--- config.mk ---
export PLATFORM = sky130hd
export DESIGN_NAME = smbus_index_block_target
export DESIGN_NICKNAME = d
export VERILOG_FILES = /design/src/core/smbus_pkg.sv /design/src/core/smbus_index_block_target.sv
export SDC_FILE = /design/constraint.sdc
export NUM_CORES = 1
export LEC_CHECK = 0
export BUFFER_PORTS_ARGS = -buffer_cell sky130_fd_sc_hd__buf_2
export CORE_ASPECT_RATIO = 0.6
export CORE_MARGIN = 2
export CORE_UTILIZATION = 50
export CTS_BUF_LIST = sky130_fd_sc_hd__clkbuf_8
export CTS_CLUSTER_DIAMETER = 80
export DETAILED_ROUTE_END_ITERATION = 8
export PLACE_DENSITY_LB_ADDON = 0.05
export SLEW_MARGIN = 20
export SYNTH_ARGS = -nofsm -noshare
export SYNTH_HDL_FRONTEND = slang
export SYNTH_SLANG_ARGS = --single-unit
--- constraint.sdc ---
create_clock -name clk_i -period 4.9 [get_ports clk_i]
set_input_delay 0.245 -clock clk_i [delete_from_list [all_inputs] [get_ports clk_i]]
set_output_delay 0.245 -clock clk_i [all_outputs]
set_load 0.02 [all_outputs]
--- src/core/smbus_pkg.sv ---
// constants and carrier types for the indexed-block serial target
// assumes one 100 MHz clock; serial pins are synchronised inside the target
package smbus_pkg;
  // target addresses for strap low and strap high
  localparam logic [6:0] ADDR_STRAP0 = 7'h68;
  localparam logic [6:0] ADDR_STRAP1 = 7'h6a;
  // register file layout
  localparam int REG_COUNT = 8;
  localparam int BC_INDEX = 7;
  localparam logic [7:0] BC_RESET = 8'h08;
  localparam logic [7:0] BC_MASK = 8'h1f;
  // bits per byte on the wire
  localparam logic [3:0] BYTE_BITS = 4'h8;
  // value shifted out for an index past the register file
  localparam logic [7:0] EMPTY_BYTE = 8'hff;
  // buffer depth
  localparam logic [1:0] BUF_DEPTH = 2'h2;

  // bit-level engine states
  typedef enum logic [2:0] {
    S_IDLE,
    S_RX,
    S_RXACK,
    S_TX,
    S_TXACK
  } st_t;

  // which byte of the frame is being received
  typedef enum logic [1:0] {
    P_ADDR,
    P_INDEX,
    P_COUNT,
    P_DATA
  } ph_t;

  // one written byte and where it went
  typedef struct packed {
    logic [7:0] index;
    logic [7:0] data;
  } wr_word_t;

  // written-byte stream towards the user side
  typedef struct packed {
    logic valid;
    wr_word_t word;
  } wr_port_t;
endpackage

--- src/core/smbus_index_block_target.sv ---
// serial target for indexed block write and indexed block read
// assumes open-drain pins resolved outside; host owns the serial clock
`timescale 1ns/100ps
`default_nettype none
module smbus_index_block_target
  import smbus_pkg::*;
#(
  parameter int DEPTH = REG_COUNT
) (
  input wire logic clk_i,
  input wire logic rst_i,
  input wire logic scl_i,
  output logic scl_o,
  output logic scl_oe_o,
  input wire logic sda_i,
  output logic sda_o,
  output logic sda_oe_o,
  input wire logic address_select_strap_i,
  input wire logic power_good_powerdown_input_i,
  output wr_port_t wr_o,
  input wire logic wr_ready_i
);
  localparam int IW = $clog2(DEPTH);

  // whole state of the block in one record
  typedef struct packed {
    logic scl_m; // first sync stages
    logic scl_q;
    logic scl_p; // previous synced level, for edges
    logic sda_m;
    logic sda_q;
    logic sda_p;
    logic strap_m;
    logic strap_q;
    logic pg_m;
    logic pg_q;
    logic latched; // strap already caught
    logic sel; // caught strap value
    st_t st;
    ph_t ph;
    logic [7:0] sh; // byte shifter
    logic [3:0] bcnt; // bits seen in the byte
    logic [7:0] idx; // index pointer
    logic rw; // last address byte asked to read
    logic ackit; // acknowledge current byte
    logic nack; // host refused the last byte
    logic pushed; // received byte already buffered
    logic drv; // pull data low
    logic hold; // stretch clock low
    logic [DEPTH-1:0][7:0] regs;
    wr_word_t [1:0] ent; // two-entry buffer, ent[0] is head
    logic [1:0] fill;
  } state_t;

  state_t q_ff;
  state_t nxt_q;
  logic rise; // serial clock edges and frame events
  logic fall;
  logic start;
  logic stop;
  logic [6:0] my_addr;
  logic pop;

  // edges seen on the synchronised copies only
  assign rise = q_ff.scl_q & ~q_ff.scl_p;
  assign fall = ~q_ff.scl_q & q_ff.scl_p;
  assign start = q_ff.scl_q & q_ff.scl_p & q_ff.sda_p & ~q_ff.sda_q;
  assign stop = q_ff.scl_q & q_ff.scl_p & ~q_ff.sda_p & q_ff.sda_q;
  // address follows the caught strap
  assign my_addr = q_ff.sel ? ADDR_STRAP1 : ADDR_STRAP0;
  // head leaves the buffer when the user side takes it
  assign pop = (q_ff.fill != 2'h0) && wr_ready_i;

  // next state
  always_comb begin
    nxt_q = q_ff;
    // two flops on every serial, strap and power-good pin before logic sees it
    nxt_q.scl_m = scl_i;
    nxt_q.scl_q = q_ff.scl_m;
    nxt_q.scl_p = q_ff.scl_q;
    nxt_q.sda_m = sda_i;
    nxt_q.sda_q = q_ff.sda_m;
    nxt_q.sda_p = q_ff.sda_q;
    nxt_q.strap_m = address_select_strap_i;
    nxt_q.strap_q = q_ff.strap_m;
    nxt_q.pg_m = power_good_powerdown_input_i;
    nxt_q.pg_q = q_ff.pg_m;
    // drain the head of the buffer
    if (pop) begin
      nxt_q.ent[0] = q_ff.ent[1];
      nxt_q.fill = q_ff.fill - 2'h1;
    end
    // strap caught once, later power cycles keep it
    if (q_ff.pg_q && !q_ff.latched) begin
      nxt_q.latched = 1'b1;
      nxt_q.sel = q_ff.strap_q;
    end
    case (q_ff.st)
      S_RX: begin
        if (rise) begin
          nxt_q.sh = {q_ff.sh[6:0], q_ff.sda_q};
          nxt_q.bcnt = q_ff.bcnt + 4'h1;
        end else if (fall && q_ff.bcnt == BYTE_BITS) begin
          nxt_q.st = S_RXACK;
          nxt_q.ackit = 1'b1;
          nxt_q.pushed = 1'b1;
          case (q_ff.ph)
            P_ADDR: begin
              // answer only our own address, once strap is known
              nxt_q.ackit = q_ff.latched &&
                (q_ff.sh[7:1] == my_addr);
              nxt_q.rw = q_ff.sh[0];
              if (!nxt_q.ackit) begin
                nxt_q.st = S_IDLE;
              end
            end
            P_INDEX: begin
              nxt_q.idx = q_ff.sh;
            end
            P_COUNT: begin
              nxt_q.ackit = 1'b1;
            end
            default: begin
              nxt_q.pushed = 1'b0; // data waits for buffer room
            end
          endcase
        end
      end
      S_RXACK: begin
        if (!q_ff.pushed && nxt_q.fill != BUF_DEPTH) begin
          // store and buffer the byte; clock is held until here
          nxt_q.ent[nxt_q.fill] = '{index: q_ff.idx, data: q_ff.sh};
          nxt_q.fill = nxt_q.fill + 2'h1;
          if (q_ff.idx < 8'(DEPTH)) begin
            nxt_q.regs[q_ff.idx[IW-1:0]] = q_ff.sh;
          end
          nxt_q.idx = q_ff.idx + 8'h01;
          nxt_q.pushed = 1'b1;
          // byte settled; next serial fall ends the acknowledge bit
        end else if (fall && q_ff.pushed) begin
          nxt_q.bcnt = 4'h0;
          if (q_ff.ph == P_ADDR && q_ff.rw) begin
            // count goes out first, before any register
            nxt_q.st = S_TX;
            nxt_q.sh = q_ff.regs[BC_INDEX] & BC_MASK;
          end else begin
            nxt_q.st = S_RX;
            case (q_ff.ph)
              P_ADDR: nxt_q.ph = P_INDEX;
              P_INDEX: nxt_q.ph = P_COUNT;
              default: nxt_q.ph = P_DATA;
            endcase
          end
        end
      end
      S_TX: begin
        // count bits on rise; the host samples while clock is high
        if (rise) begin
          nxt_q.bcnt = q_ff.bcnt + 4'h1;
        end else if (fall) begin
          if (q_ff.bcnt == BYTE_BITS) begin
            nxt_q.st = S_TXACK; // release for host answer
          end else begin
            nxt_q.sh = {q_ff.sh[6:0], 1'b1};
          end
        end
      end
      S_TXACK: begin
        // host answer sampled on the rise of the ninth clock
        if (rise) begin
          nxt_q.nack = q_ff.sda_q;
        end else if (fall) begin
          if (q_ff.nack) begin
            nxt_q.st = S_IDLE;
          end else begin
            // next register, pointer steps after each byte sent
            nxt_q.sh = (q_ff.idx < 8'(DEPTH)) ?
              q_ff.regs[q_ff.idx[IW-1:0]] : EMPTY_BYTE;
            nxt_q.idx = q_ff.idx + 8'h01;
            nxt_q.bcnt = 4'h0;
            nxt_q.st = S_TX;
          end
        end
      end
      default: begin
        nxt_q.st = S_IDLE; // wait for a start
      end
    endcase
    // frame events override the byte engine
    if (start) begin
      nxt_q.st = S_RX;
      nxt_q.ph = P_ADDR;
      nxt_q.bcnt = 4'h0;
      nxt_q.pushed = 1'b1;
    end else if (stop) begin
      nxt_q.st = S_IDLE;
    end
    // pin drives registered so they never glitch
    nxt_q.drv = (nxt_q.st == S_RXACK && nxt_q.ackit && nxt_q.pushed)
      || (nxt_q.st == S_TX && !nxt_q.sh[7]);
    // stretching only while a data byte waits for buffer room
    nxt_q.hold = (nxt_q.st == S_RXACK) && !nxt_q.pushed;
  end

  // state register
  always_ff @(posedge clk_i or posedge rst_i) begin
    if (rst_i) begin
      q_ff <= '0;
      q_ff.scl_m <= 1'b1; // idle bus reads high, no false edge
      q_ff.scl_q <= 1'b1;
      q_ff.scl_p <= 1'b1;
      q_ff.sda_m <= 1'b1;
      q_ff.sda_q <= 1'b1;
      q_ff.sda_p <= 1'b1;
      q_ff.pushed <= 1'b1;
      q_ff.regs[BC_INDEX] <= BC_RESET;
    end else begin
      q_ff <= nxt_q;
    end
  end

  // open drain: only ever pull low
  assign scl_o = 1'b0;
  assign sda_o = 1'b0;
  assign scl_oe_o = q_ff.hold;
  assign sda_oe_o = q_ff.drv;
  assign wr_o.valid = q_ff.fill != 2'h0;
  assign wr_o.word = q_ff.ent[0];
endmodule // smbus_index_block_target
`default_nettype wire

==> reports/results.tsv <==
stage	metric	value	unit
worst_setup_path	critical path's largest stage delay	510	ps
sta	min cycle time layout	3271	ps
clock_tree	CTS root buf	clkbuf_8	
worst_setup_path	slowest stage cell, crit path	nor3b_4	
worst_setup_path	Crit path top cell by count	inv_1	
drt	WL/cell	20.57	microns
drt	Post-DRT Antenna Nets	0	
worst_setup_path	CP delay by family, top	simple AND/OR/NAND/NOR gates	
sta	clk_skew	7.938	ps
placement	GP Congestion	0.8382	
sta	Fmax	305.8	MHz
logic_synthesis	ys async rst share	1.000	
worst_setup_path	Setup crit end kind	register	
floorplanning	row cnt	33	
drt	Initial DRT Pass Iterations	5	
floorplanning	Die Span Y	94.50	microns
logic_synthesis	sequential share of the synthesized area	0.5184	
job	max-cap check violation count	0	
layout	most common cell after layout, fill and taps aside	dfrtp_1	
power	VDD IR max	0.0001536	V
global_route	largest net degree at the start of global routing	95	
clock_tree	post-CTS resize count	0	
clock_tree	later-pin clock latency in the skew report	440	ps
worst_setup_path	CP arrival	3600	ps
clock_tree	clock buffer count from CTS	17	
drt	final wirelength	16.09	mm
sta	setup TNS	0	ps
layout	share of cells above drive strength 1	0.2817	
floorplanning	chip width	154.8	microns
logic_synthesis	Top FF cell, synth	dfrtp_1	
layout	area delta synth->final	8.268	%
floorplanning	Initial Utilization	0.5055	
worst_setup_path	critical path cell sequence	inv_1 > ha_1 > inv_1 > nand2_1 > buf_4 > nor2_1 > a21oi_1 > inv_1 > ha_1 > nor3_4 > nand3b_4 > nor3b_4 > mux2_2	
worst_setup_path	Critical Path Fanout Max	19	
power	P_leak	3.624	nW
status	status	complete, but fails checks	
drt	DRC viols	0	
hold_path	Hold Crit Class	in2async	
layout	fill count	1172	
power	PD cells	325.7	mW/mm^2
worst_setup_path	CP Data Required Time	5230	ps
status	failing checks	hold timing	
sta	RSZ-0062 raised after global routing	false	
clock_tree	maximum clock insertion buffer count	2	
drt	initial DRC count	471	
worst_setup_path	Startpoint Class	register	
drt	Top Layer Used	met4	
drt	M1 WL	8.258	mm
clock_tree	H-tree depth	4	
global_route	total congestion overflow	0	
worst_setup_path	Bufs and invs on worst path	4	
placement	Port-buffer cells	25	
sta	Worst-Margin Slew	1045	ps
drt	met2 wire length	6.849	mm
floorplanning	total die area	0.01463	sq mm
sta	final count of pins violating max slew	0	
floorplanning	IO Count	28	
global_route	initial antenna violation count	0	
logic_synthesis	cell area after synthesis	0.006825	sq mm
sta	relative slew slack	0.3010	
clock_tree	Clock transition at path regs	80	ps
global_route	global-route wire length before repair	25.87	mm
layout	nets@finish	608	
layout	Layout Cells excl Fill	782	
logic_synthesis	YS warnings	0	
logic_synthesis	number of flops mapped to enable cells by yosys	0	
logic_synthesis	post-synth top area share	0.4876	
worst_setup_path	reg-to-reg startpoint	q_ff[0]	
floorplanning	CORE AREA	0.01350	sq mm
sta	Final Hold Viols	25	
layout	antenna cells	0	
logic_synthesis	Post-Syn Instances	589	
sta	Final Setup Violations	0	
worst_setup_path	Worst Setup Path Type	reg2reg	
global_route	Total Routing Usage GR	0.2367	
sta	worst hold slack	-51.44	ps
sta	Tcrit/Tclk final	0.6675	
logic_synthesis	Synth area leader	dfrtp_1	
clock_tree	CTS tree	done	
logic_synthesis	post-synth cell types	61	
logic_synthesis	syn_area_per_cell	11.59	sq um
logic_synthesis	Yosys reg bits	141	
drt	vias after detailed routing	4613	
clock_tree	# clock sinks	141	
worst_setup_path	crit path from	q_ff[0]	
placement	dpl cells	746	
layout	most frequent cells in the layout	dfrtp_1 (133), mux2_2 (85), nor2_1 (44), o21ai_0 (36), a21oi_1 (34)	
logic_synthesis	synth top area cells	dfrtp_1 (49%), mux2_2 (14%), mux2i_1 (4.1%), dfstp_2 (3.1%), o21ai_0 (2.6%)	
global_route	number of global-route vias before repair	4522	
drt	wire length on met3	798	microns
drt	via density per instance	5.899	
placement	HPWL after DPL	10.52	mm
[repair_timing]
item,in CTS,in global routing
setup buffers,0,0
hold buffers,4,0
hold endpoints to repair,4,0
[layer usage]
layer / GRT usage / vias to the layer above
li1: - / 2105
met1: 0.3613 / 2345
met2: 0.3423 / 143
met3: 0.04360 / 20
met4: 0.07407 / 0
met5: 0 / -
[logic make-up (layout without fill, tap and decap cells)]
family,Yosys count,after routing,synth area share
other cells,1,2,0.0005494
compound gates,114,114,0.1074
xor+xnor,5,5,0.006416
flops,141,141,0.5184
mux,117,117,0.1945
buf+inv,64,81,0.04601
simple gates,140,140,0.1138
fa+ha+maj,7,7,0.01283
[report_power, final]
part / internal [mW] / switching, mW / total (mW)
clock network: 0.465 / 0.483 / 0.948
logic: 0.0805 / 0.129 / 0.209
registers: 1.19 / 0.0607 / 1.25
total: 1.73 / 0.672 / 2.41
[state kept, by name, summed over array words and instances (netlist names)]
name,cells
nxt_q,6
q_ff,117
scl_oe_o,1
sda_oe_o,1
wr_o,16
[cells in the mapped netlist (all sizes together), types with 2 or more instances]
| library cell | n |
|---|---|
| a211o | 2 |
| a211oi | 2 |
| a21oi | 34 |
| a221oi | 2 |
| a222oi | 4 |
| a22o | 4 |
| a22oi | 5 |
| a31oi | 2 |
| a32oi | 5 |
| and2 | 4 |
| and3 | 12 |
| buf | 26 |
| clkbuf | 23 |
| dfrtp | 133 |
| dfstp | 8 |
| ha | 7 |
| inv | 15 |
| mux2 | 85 |
| mux2i | 28 |
| mux4 | 4 |
| nand2 | 28 |
| nand2b | 8 |
| nand3 | 9 |
| nand3b | 4 |
| nand4b | 2 |
| nor2 | 45 |
| nor2b | 7 |
| nor3 | 9 |
| nor3b | 5 |
| o211ai | 2 |
| o21ai | 36 |
| o221ai | 3 |
| o2bb2ai | 3 |
| or2 | 2 |
| xnor2 | 4 |
[stage by stage]
| step | util | cell area [sq um] | setup WS, ps | total power [mW] |
|---|---|---|---|---|
| floorplan | - | 6829 | 887.0 | 1.411 |
| global placement | 0.5153 | 6958 | 1716 | 1.475 |
| detailed placement | 0.5153 | 6958 | 1613 | 1.480 |
| CTS | 0.5473 | 7390 | 1598 | 2.429 |
| global route | 0.5473 | 7390 | 1255 | 2.513 |
| finish | 0.5473 | 7390 | 1629 | 2.407 |
[worst reg2reg max path, stage by stage (launching register included)]
cell and delay (ps):
dfrtp_1 360, inv_1 80, ha_1 150, inv_1 50, nand2_1 50, buf_4 300, nor2_1 80, a21oi_1 270
inv_1 80, ha_1 230, nor3_4 390, nand3b_4 200, nor3b_4 510, mux2_2 400
[area by class of cell]
| type | instances | area, sq um | share of cell area |
|---|---|---|---|
| clock buffers | 18 | 247.7 | 0.03353 |
| multi-input cells | 385 | 2977 | 0.4028 |
| repair buffers | 34 | 202.7 | 0.02743 |
| inverters | 15 | 61.31 | 0.008297 |
| well taps | 175 | 219.0 | 0.02963 |
| clock inverters | 14 | 143.9 | 0.01947 |
| flip-flops and latches | 141 | 3538 | 0.4788 |
[path summary, 6_finish.rpt]
kind                             end  slack [ps]  cells past startpoint
setup reg to reg            q_ff[57]        1630                     13
min in group clk_i         q_ff[131]         350                      0
setup / recovery            q_ff[57]        1630                     13
hold / removal              q_ff[96]         -50                      2
hold reg to reg            q_ff[131]         350                      0
max in group asynchronous   q_ff[71]        3730                      3
Power figures use the tool's default switching activity.
